===== config.mk =====
export PLATFORM = sky130hd
export DESIGN_NAME = basic_interval_timer
export DESIGN_NICKNAME = d
export VERILOG_FILES = /design/src/basic_interval_timer_pkg.sv /design/src/basic_interval_timer.sv
export SDC_FILE = /design/constraint.sdc
export NUM_CORES = 1
export LEC_CHECK = 0
export BUFFER_PORTS_ARGS = -buffer_cell sky130_fd_sc_hd__buf_2
export CORE_AREA = 2 2 64 91
export DETAILED_ROUTE_END_ITERATION = 8
export DIE_AREA = 0 0 66 93
export GPL_TIMING_DRIVEN = 0
export PLACE_DENSITY = 0.78
export SLEW_MARGIN = 15
export SYNTH_ARGS = -nofsm -noshare
export SYNTH_HDL_FRONTEND = slang
export SYNTH_SLANG_ARGS = --single-unit

===== constraint.sdc =====
create_clock -name clk_i -period 3.1 [get_ports clk_i]
set_clock_uncertainty 0.2 [all_clocks]
set_input_delay 0.62 -clock clk_i [delete_from_list [all_inputs] [get_ports clk_i]]
set_output_delay 0.62 -clock clk_i [all_outputs]
set_load 0.02 [all_outputs]

===== src/basic_interval_timer_pkg.sv =====
// Purpose: Shared constants and types for the basic interval timer.
// Assumes: Classic Wishbone slave with 32-bit data and byte addressing.
// Notes:   Each register takes one aligned word; narrow fields sit in the low bits.

package basic_interval_timer_pkg;

  ////////////////////////////////////////////////////////////////////////////
  // Bus geometry.
  localparam int unsigned WB_AW = 8;
  localparam int unsigned WB_DW = 32;
  localparam int unsigned WB_SW = 4;

  ////////////////////////////////////////////////////////////////////////////
  // Register byte offsets.
  localparam logic [WB_AW-1:0] MODE_OFS  = 8'h00;
  localparam logic [WB_AW-1:0] COUNT_OFS = 8'h04;
  localparam logic [WB_AW-1:0] STAT_OFS  = 8'h08;
  localparam logic [WB_AW-1:0] MASK_OFS  = 8'h0C;

  ////////////////////////////////////////////////////////////////////////////
  // Mode register layout and reset value.
  localparam int unsigned MODE_RESTART_BIT = 3;
  localparam int unsigned MODE_SEL_LSB     = 0;
  localparam int unsigned MODE_SEL_W       = 3;
  localparam logic [MODE_SEL_W-1:0] MODE_SEL_RST = 3'h0;

  // Clock-select codes.
  localparam logic [MODE_SEL_W-1:0] SEL_DIV4096 = 3'h0;
  localparam logic [MODE_SEL_W-1:0] SEL_DIV512  = 3'h3;
  localparam logic [MODE_SEL_W-1:0] SEL_DIV128  = 3'h5;
  localparam logic [MODE_SEL_W-1:0] SEL_DIV32   = 3'h7;

  // The wait after reset uses the 2^17-cycle setting.
  localparam logic [MODE_SEL_W-1:0] RESET_WAIT_SEL = SEL_DIV512;

  ////////////////////////////////////////////////////////////////////////////
  // Interval counter: 256 tap pulses make one interval.
  localparam int unsigned          COUNT_W   = 8;
  localparam logic [COUNT_W-1:0]   COUNT_MAX = 8'hFF;
  localparam logic [COUNT_W-1:0]   COUNT_RST = 8'h00;

  // Prescaler width covers the largest divider, 2^12.
  localparam int unsigned PRESC_W = 12;
  localparam int unsigned LG_W    = 4;

  ////////////////////////////////////////////////////////////////////////////
  // Status and mask layout.
  localparam int unsigned       STAT_W        = 2;
  localparam int unsigned       STAT_OVF_BIT  = 0;
  localparam int unsigned       STAT_WAIT_BIT = 1;
  localparam logic [STAT_W-1:0] STAT_RST      = 2'h0;
  localparam logic [STAT_W-1:0] MASK_RST      = 2'h0;

  ////////////////////////////////////////////////////////////////////////////
  typedef enum logic [1:0] {
    ST_RUN  = 2'b01,
    ST_WAIT = 2'b10
  } wait_state_t;

  typedef struct packed {
    logic             cyc;
    logic             stb;
    logic             we;
    logic [WB_AW-1:0] adr;
    logic [WB_SW-1:0] sel;
    logic [WB_DW-1:0] dat;
  } wb_req_t;

endpackage : basic_interval_timer_pkg


===== src/basic_interval_timer.sv =====
// Purpose: 8-bit basic interval timer with oscillation stabilization wait.
// Assumes: clk_i is the selected system oscillator clock; classic Wishbone registers.
// Notes:   Tap dividers are parameters so a simulation can shorten long waits.
//
// Summary of operation
// - One interval is 256 selected tap pulses.
// - Counter advances once per selected tap pulse.
// - FFH wraps to 00H, sets flag, keeps counting.
// - Restart bit clears counter, flag; self-clears.
// - Select codes pick divider and wait length.
// - Interrupt period equals selected stabilization time.
// - Interrupt wake from power-down holds clock.
// - Reset applies the 2^17-cycle standard wait.
// - Counter is read whole, read-only.

`timescale 1ns/10ps

module basic_interval_timer #(
  parameter int unsigned TAP_000_LOG2 = 12,
  parameter int unsigned TAP_011_LOG2 = 9,
  parameter int unsigned TAP_101_LOG2 = 7,
  parameter int unsigned TAP_111_LOG2 = 5
) (
  input  wire logic                                  clk_i,
  input  wire logic                                  rst_i,
  input  wire basic_interval_timer_pkg::wb_req_t     wb_req_i,
  output logic                                       wb_ack_o,
  output logic [basic_interval_timer_pkg::WB_DW-1:0] wb_dat_o,
  input  wire logic                                  stop_mode_i,
  input  wire logic                                  wake_irq_i,
  input  wire logic                                  interval_irq_ack_i,
  output logic                                       interval_irq_flag_o,
  output logic                                       sys_clk_hold_o,
  output logic                                       irq_o
);

  import basic_interval_timer_pkg::*;

  ////////////////////////////////////////////////////////////////////////////
  // Elaboration checks.

  if (TAP_000_LOG2 < 1 || TAP_000_LOG2 > PRESC_W ||
      TAP_011_LOG2 < 1 || TAP_011_LOG2 > PRESC_W ||
      TAP_101_LOG2 < 1 || TAP_101_LOG2 > PRESC_W ||
      TAP_111_LOG2 < 1 || TAP_111_LOG2 > PRESC_W) begin : g_bad_tap
    $error("Tap divider exponents must lie between 1 and the prescaler width.");
  end

  // The exponent travels in LG_W bits, so it must be able to hold PRESC_W.
  if (PRESC_W >= (1 << LG_W)) begin : g_bad_lg
    $error("Exponent width cannot hold the prescaler width.");
  end

  // Both counters end an interval by wrapping, so the limit must be all ones.
  if (COUNT_MAX != {COUNT_W{1'b1}}) begin : g_bad_count
    $error("Interval count limit must fill the counter width.");
  end

  // Only byte lane 0 is decoded, so every field must sit in its low bits.
  if (WB_DW < 8 || MODE_RESTART_BIT > 7 ||
      MODE_SEL_LSB + MODE_SEL_W > MODE_RESTART_BIT) begin : g_bad_mode
    $error("Mode fields must sit below the restart bit in byte lane 0.");
  end

  if (STAT_W > 8 || STAT_OVF_BIT >= STAT_W || STAT_WAIT_BIT >= STAT_W ||
      STAT_OVF_BIT == STAT_WAIT_BIT) begin : g_bad_stat
    $error("Status bits must be distinct and lie inside byte lane 0.");
  end

  if (MODE_OFS[1:0] != 2'h0 || COUNT_OFS[1:0] != 2'h0 ||
      STAT_OFS[1:0] != 2'h0 || MASK_OFS[1:0] != 2'h0) begin : g_bad_ofs
    $error("Register offsets must be word aligned.");
  end

  // The reset wait must use a listed code rather than the fallback decode.
  if (RESET_WAIT_SEL != SEL_DIV4096 && RESET_WAIT_SEL != SEL_DIV512 &&
      RESET_WAIT_SEL != SEL_DIV128 && RESET_WAIT_SEL != SEL_DIV32) begin : g_bad_rst_sel
    $error("The reset wait must use one of the listed select codes.");
  end

  ////////////////////////////////////////////////////////////////////////////
  // Helper functions.

  // Maps a select code to its divider exponent.
  function automatic logic [LG_W-1:0] sel_to_log2(input logic [MODE_SEL_W-1:0] code);
    logic [LG_W-1:0] lg;
    lg = LG_W'(TAP_000_LOG2);
    unique case (code)
      SEL_DIV512: lg = LG_W'(TAP_011_LOG2);
      SEL_DIV128: lg = LG_W'(TAP_101_LOG2);
      SEL_DIV32:  lg = LG_W'(TAP_111_LOG2);
      default:    lg = LG_W'(TAP_000_LOG2);
    endcase
    return lg;
  endfunction : sel_to_log2

  // A tap pulses once every 2^lg cycles, when its low prescaler bits are all one.
  function automatic logic tap_hit(input logic [PRESC_W-1:0] presc,
                                   input logic [LG_W-1:0]    lg);
    logic hit;
    hit = 1'b1;
    for (int i = 0; i < PRESC_W; i++) begin
      if (i < int'(lg) && !presc[i]) begin
        hit = 1'b0;
      end
    end
    return hit;
  endfunction : tap_hit

  // Register select; offsets are whole bytes, so the full address is compared.
  function automatic logic reg_hit(input logic [WB_AW-1:0] adr,
                                   input logic [WB_AW-1:0] ofs);
    return adr == ofs;
  endfunction : reg_hit

  ////////////////////////////////////////////////////////////////////////////
  // Declarations.

  logic                  ack_ff;
  logic [WB_DW-1:0]      dat_ff;
  logic [WB_DW-1:0]      nxt_dat;
  logic                  req;
  logic                  fire;
  logic                  wr_lane0;
  logic                  rd_fire;
  logic                  mode_wr;
  logic                  restart;
  logic                  mode_hit;
  logic                  mask_wr;
  logic                  stat_rd;
  logic                  wake_start;

  logic [MODE_SEL_W-1:0] mode_sel_ff;
  logic [PRESC_W-1:0]    presc_ff;
  logic [COUNT_W-1:0]    count_ff;
  logic                  flag_ff;
  logic [LG_W-1:0]       cur_lg;
  logic                  bt_tick;
  logic                  overflow;

  wait_state_t           state_ff;
  logic [LG_W-1:0]       wait_lg_ff;
  logic [COUNT_W-1:0]    wait_cnt_ff;
  logic                  wait_tick;
  logic                  wait_done;

  logic [STAT_W-1:0]     status_ff;
  logic [STAT_W-1:0]     mask_ff;
  logic [STAT_W-1:0]     stat_set;
  logic [STAT_W-1:0]     stat_clr;

  ////////////////////////////////////////////////////////////////////////////
  // Wishbone slave.

  // The answer is registered so read data comes from a flip-flop; the access
  // takes effect on the edge where the master samples ack. A request is
  // answered in the cycle after it is first seen; a master that keeps cyc and
  // stb up after ack is answered again every second cycle.
  assign req      = wb_req_i.cyc & wb_req_i.stb;
  assign fire     = req & ack_ff;
  assign wr_lane0 = fire & wb_req_i.we & wb_req_i.sel[0];
  assign rd_fire  = fire & ~wb_req_i.we;
  assign mode_hit = reg_hit(wb_req_i.adr, MODE_OFS);
  assign mode_wr  = wr_lane0 & mode_hit;
  assign mask_wr  = wr_lane0 & reg_hit(wb_req_i.adr, MASK_OFS);
  assign stat_rd  = rd_fire & reg_hit(wb_req_i.adr, STAT_OFS);

  // Any write that sets the restart bit restarts; a single-bit set
  // instruction maps onto a byte-lane-0 write here.
  assign restart  = mode_wr & wb_req_i.dat[MODE_RESTART_BIT];

  always_ff @(posedge clk_i) begin
    if (rst_i) begin
      ack_ff <= 1'b0;
    end else begin
      ack_ff <= req & ~ack_ff;
    end
  end

  // Unmapped offsets answer with zero data and ignore writes.
  always_comb begin
    nxt_dat = '0;
    unique case (wb_req_i.adr)
      MODE_OFS:  nxt_dat[MODE_SEL_W-1:0] = mode_sel_ff; // Restart bit reads zero.
      COUNT_OFS: nxt_dat[COUNT_W-1:0]    = count_ff;
      STAT_OFS:  nxt_dat[STAT_W-1:0]     = status_ff;
      MASK_OFS:  nxt_dat[STAT_W-1:0]     = mask_ff;
      default:   nxt_dat = '0;
    endcase
  end

  // Read data is captured on the request edge and held through the answer.
  always_ff @(posedge clk_i) begin
    if (rst_i) begin
      dat_ff <= '0;
    end else if (req && !ack_ff) begin
      dat_ff <= nxt_dat;
    end
  end

  assign wb_ack_o = ack_ff;
  assign wb_dat_o = dat_ff;

  ////////////////////////////////////////////////////////////////////////////
  // Mode and mask registers.

  always_ff @(posedge clk_i) begin
    if (rst_i) begin
      mode_sel_ff <= MODE_SEL_RST;
    end else if (mode_wr) begin
      mode_sel_ff <= wb_req_i.dat[MODE_SEL_LSB +: MODE_SEL_W];
    end
  end

  always_ff @(posedge clk_i) begin
    if (rst_i) begin
      mask_ff <= MASK_RST;
    end else if (mask_wr) begin
      mask_ff <= wb_req_i.dat[STAT_W-1:0];
    end
  end

  ////////////////////////////////////////////////////////////////////////////
  // Prescaler and interval counter.

  // One free-running prescaler serves every tap. A new select code takes
  // effect at the next pulse of the new tap, so the interval running at the
  // change is neither old nor new length; restart to get a clean one.
  assign cur_lg  = sel_to_log2(mode_sel_ff);
  assign bt_tick = tap_hit(presc_ff, cur_lg);

  // A restart wins over a tick in the same cycle, so no overflow is reported
  // for a count that software has just thrown away.
  assign overflow = bt_tick & (count_ff == COUNT_MAX) & ~restart;

  // Restart also clears the prescaler so the first interval is a full one.
  always_ff @(posedge clk_i) begin
    if (rst_i || restart) begin
      presc_ff <= '0;
    end else begin
      presc_ff <= presc_ff + PRESC_W'(1);
    end
  end

  // The counter wraps naturally, so an interval run under one select code is exactly 256 tap
  // pulses long and equals the stabilization time of that code.
  always_ff @(posedge clk_i) begin
    if (rst_i || restart) begin
      count_ff <= COUNT_RST;
    end else if (bt_tick) begin
      count_ff <= count_ff + COUNT_W'(1);
    end
  end

  // Request flag: the interrupt controller acknowledges it; a new overflow
  // in the acknowledge cycle keeps it set.
  always_ff @(posedge clk_i) begin
    if (rst_i) begin
      flag_ff <= 1'b0;
    end else if (overflow) begin
      flag_ff <= 1'b1;
    end else if (restart || interval_irq_ack_i) begin
      flag_ff <= 1'b0;
    end
  end

  assign interval_irq_flag_o = flag_ff;

  ////////////////////////////////////////////////////////////////////////////
  // Oscillation stabilization wait.

  // The wait is 256 pulses of the tap chosen when it began, so a later change
  // of the mode register does not stretch a wait in progress.
  assign wait_tick = tap_hit(presc_ff, wait_lg_ff);
  assign wait_done = (state_ff == ST_WAIT) & wait_tick & (wait_cnt_ff == COUNT_MAX);

  // Only a running clock can be stopped, so a wake request during a wait is
  // ignored and the wait already under way keeps its own length.
  assign wake_start = (state_ff == ST_RUN) & stop_mode_i & wake_irq_i;

  always_ff @(posedge clk_i) begin
    if (rst_i) begin
      state_ff <= ST_WAIT;
    end else begin
      unique case (state_ff)
        ST_RUN: begin
          if (wake_start) begin
            state_ff <= ST_WAIT;
          end
        end
        ST_WAIT: begin
          if (wait_done) begin
            state_ff <= ST_RUN;
          end
        end
        default: state_ff <= ST_RUN;
      endcase
    end
  end

  always_ff @(posedge clk_i) begin
    if (rst_i) begin
      wait_lg_ff <= sel_to_log2(RESET_WAIT_SEL);
    end else if (wake_start) begin
      wait_lg_ff <= cur_lg;
    end
  end

  always_ff @(posedge clk_i) begin
    if (rst_i || state_ff == ST_RUN) begin
      wait_cnt_ff <= COUNT_RST;
    end else if (wait_tick) begin
      wait_cnt_ff <= wait_cnt_ff + COUNT_W'(1);
    end
  end

  assign sys_clk_hold_o = (state_ff == ST_WAIT);

  ////////////////////////////////////////////////////////////////////////////
  // Interrupt status.

  always_comb begin
    stat_set                = '0;
    stat_set[STAT_OVF_BIT]  = overflow;
    stat_set[STAT_WAIT_BIT] = wait_done;
  end

  // Only the bits that the read actually returned are cleared, so an event
  // that lands during the access is kept for the next read.
  assign stat_clr = stat_rd ? dat_ff[STAT_W-1:0] : '0;

  always_ff @(posedge clk_i) begin
    if (rst_i) begin
      status_ff <= STAT_RST;
    end else begin
      status_ff <= (status_ff & ~stat_clr) | stat_set;
    end
  end

  // The line follows status and mask directly, so unmasking a pending event
  // raises it in the cycle after the mask write lands.
  assign irq_o = |(status_ff & mask_ff);

endmodule : basic_interval_timer


==> key figures <==
Die
  • Die area: 6138 sq um
  • Die width: 66 um
  • Core Box Area: 5365 sq um
  • Rows: 32
  • Initial Utilization: 48.48%
  • Top-Level Pins: 88
  • Die height: 93 um

STA
  • Setup TNS: 0 ns
  • Slew Viols, Final: 0
  • Final Hold Viols: 0
  • Final critical-path share of the clock period: 89.09%
  • Final setup vio count: 0
  • Tmin final: 2.762 ns
  • Final hold slack: 0.2842 ns
  • Max frequency: 0.3621 GHz
  • Worst Tran Pin Value: 0.4878 ns
  • RSZ-0062 raised after global routing: false
  • Slew headroom: 67.13%
  • Worst setup margin: 0.3382 ns

Logic synthesis
  • Compound-cell area share of the yosys netlist: 17.08%
  • Ys Warns: 0
  • Mean post-synth cell area: 8.418 sq um
  • Asr flop ratio synth: 0%
  • Flops & latches, synth: 51
  • Largest family of logic cells by synthesized area: simple AND/OR/NAND/NOR gates
  • Yosys cell types: 51
  • Xor and xnor fraction of the mapped netlist area: 3.367%
  • Post-Synthesis Cell Area: 2601 sq um
  • Cells after Synth: 309
  • Mux contribution to synthesized area: 4.040%
  • Register area share after synthesis: 39.25%
  • Main flop type after synthesis: dfxtp_1
  • Post-synth EDFFs: 0
  • Post-synthesis simple-gate area fraction: 23.71%
  • Synthesized-area fraction occupied by adder cells: 1.443%

Global route
  • Initial antenna violation count: 0
  • Gr usage total: 20.12%
  • First-pass GRT wire length: 9936 um
  • Number of global-route vias before repair: 2213
  • Total gr overflow: 0
  • Largest net degree at the start of global routing: 15

Run
  • Max cap viols: 0

Clock tree
  • Clock-pin slew of the registers on the worst-case setup and hold paths: 0.09 ns
  • CTS Buf Count: 5
  • H-tree Lvls: 2
  • Post-CTS setup buffers: 0
  • Worst-case clock buffer depth: 2
  • Worst skew pair latency: 0.30 ns
  • Hold-fix buffers, CTS: 0
  • Root Driver: clkbuf_8
  • CTS Sinks: 51
  • PostCTS Resize Cnt: 0
  • CTS tree: yes

Power
  • Worst vdd ir: 0.0003493 V
  • LEAKAGE: 1.209 nW
  • NetSw: 0.2793 mW
  • Sw Share: 24.56%
  • Total chip power: 1.137 mW
  • Power per Cell Area: 377.9 nW/um^2
  • P_int: 0.8578 mW
  • Clock Power Share: 32.7%
  • Comb power frac: 9.0%
  • Seq pwr share: 58.3%

Final layout
  • Antenna fix cells: 0
  • Register area: 1021 sq um
  • Nets: 425
  • Final Cell Area: 3009 sq um
  • Share of cells above drive strength 1: 18.87%
  • Area of the multi-input gates: 1381 sq um
  • Layout Cells excl Fill: 439
  • Area Overhead vs Synth: 15.68%
  • FILL cells: 533
  • Final cell utilization of the core: 56.09%

Critical path
  • Largest fanout on the critical path: 10
  • Critical path class: input port to register
  • Worst R2R Start: presc_ff[0]$_SDFF_PP0_
  • Critical path endpoint category: register
  • CP required: 3.08 ns
  • Critical Path Source Type: input port
  • CP Launch Point: wb_req_i[37]
  • Worst Path Arrival: 2.74 ns

Routing
  • Via density: 5.390
  • ANT nets after route: 0
  • Initial DRC Count: 85
  • Mean routed wirelength per cell: 12.90 um
  • DR pass1 iterations: 4
  • Via Count: 2366
  • DRC viols: 0
  • WL final: 5664 um

Placement
  • Final GP Congestion: 0.8854
  • Placed Cells: 431
  • Post-DP HPWL: 4225 um
  • Pre-CTS setup slack: 0.07181 ns
  • Port Buffers: 31
  • Post-place instance area: 2928 sq um

Run status
  • Status: finished, final reports clean

Min path
  • Hold_sp: wait_cnt_ff[5]$_SDFFE_PP0N_
  • Hold crit path type: register to register
-- layout by cell type, fill, tap and decap left out, types with 8 or more instances in the layout --
cell type	instances
a22oi_1	8
or4_1	9
nand2_1	18
nor2_1	39
a21oi_1	20
o21ai_0	12
clkbuf_1	13
inv_1	10
buf_4	24
buf_2	31
nand3_1	17
dfxtp_1	51
o31ai_1	8
conb_1	24
-- power by group through the flow --
stage                     Clock [mW]  Combinational (mW)  Sequential (mW)
final                          0.372               0.102            0.663
after global routing           0.405               0.112            0.664
after CTS                      0.380               0.101            0.663
after detailed placement           0               0.101            0.679
after global placement             0               0.100            0.678
after floorplan                    0              0.0774            0.678
-- final timing paths --
path                                                    end  slack, ns  cells after the start
worst min-delay path            wait_cnt_ff[5]$_SDFFE_PP0N_       0.28                      2
worst min register to register  wait_cnt_ff[5]$_SDFFE_PP0N_       0.28                      2
worst max register to register  wait_cnt_ff[7]$_SDFFE_PP0N_       0.72                      7
worst max-delay path                 presc_ff[5]$_SDFF_PP0_       0.34                      7
-- flip-flops by register name, indices dropped and copies added (netlist names) --
register / cells
count_ff: 8
interval_irq_flag_o: 1
mask_ff: 2
mode_sel_ff: 3
presc_ff: 12
state_ff: 2
status_ff: 2
wait_cnt_ff: 8
wait_lg_ff: 4
wb_ack_o: 1
wb_dat_o: 8
-- metal layers --
metal / share of wire [%] / GRT usage, % / vias up
met5: 0 / 0 / -
met4: 2.7 / 7.143 / 0
met3: 4.0 / 3.129 / 16
met2: 52 / 35.86 / 64
met1: 41 / 24.05 / 1102
li1: - / - / 1184
-- critical path: stages --
cell	delay, ns
buf_2	0.09
nor4_1	0.43
and3b_1	0.28
nand4_1	0.29
o21ai_0	0.51
clkbuf_1	0.42
nor2_1	0.09
-- synth_stat cells (all sizes together), types with 2 or more instances --
| library cell | instances | share of area, % |
|---|---|---|
| o21a | 2 | 0.58 |
| nand3b | 3 | 0.87 |
| and4 | 2 | 0.67 |
| nor4 | 2 | 0.48 |
| o31ai | 8 | 2.3 |
| xnor2 | 7 | 2.4 |
| nand3 | 17 | 3.3 |
| nand4 | 7 | 1.7 |
| and3b | 2 | 0.72 |
| or3 | 5 | 1.2 |
| nand2 | 18 | 2.6 |
| ha | 3 | 1.4 |
| o21ai | 12 | 2.3 |
| xor2 | 3 | 1.0 |
| or2 | 3 | 0.72 |
| clkbuf | 11 | 1.6 |
| nand2b | 3 | 0.72 |
| mux2i | 6 | 2.3 |
| dfxtp | 51 | 39 |
| inv | 10 | 1.4 |
| nor2 | 39 | 5.6 |
| nor3 | 7 | 1.3 |
| and3 | 3 | 0.72 |
| or4 | 9 | 2.6 |
| a21oi | 20 | 3.8 |
| a22oi | 8 | 2.3 |
| buf | 27 | 7.9 |
| mux4 | 2 | 1.7 |
-- layout make-up --
class | count | share of cell area (%)
Inverter | 10 | 1.247
Sequential cell | 51 | 33.93
Multi-Input combinational cell | 233 | 45.90
Tap cell | 68 | 2.827
Clock buffer | 7 | 2.536
Buffer | 38 | 8.233
Timing Repair Buffer | 31 | 5.156
Clock inverter | 1 | 0.1663
-- cell families after synthesis --
kind of cell / count (synthesis)
simple gates: 122
flops: 51
compound gates: 66
mux: 8
xor+xnor: 10
other cells: 1
fa+ha+maj: 3
buf+inv: 48
No activity file was read; power rests on OpenSTA's default activity.
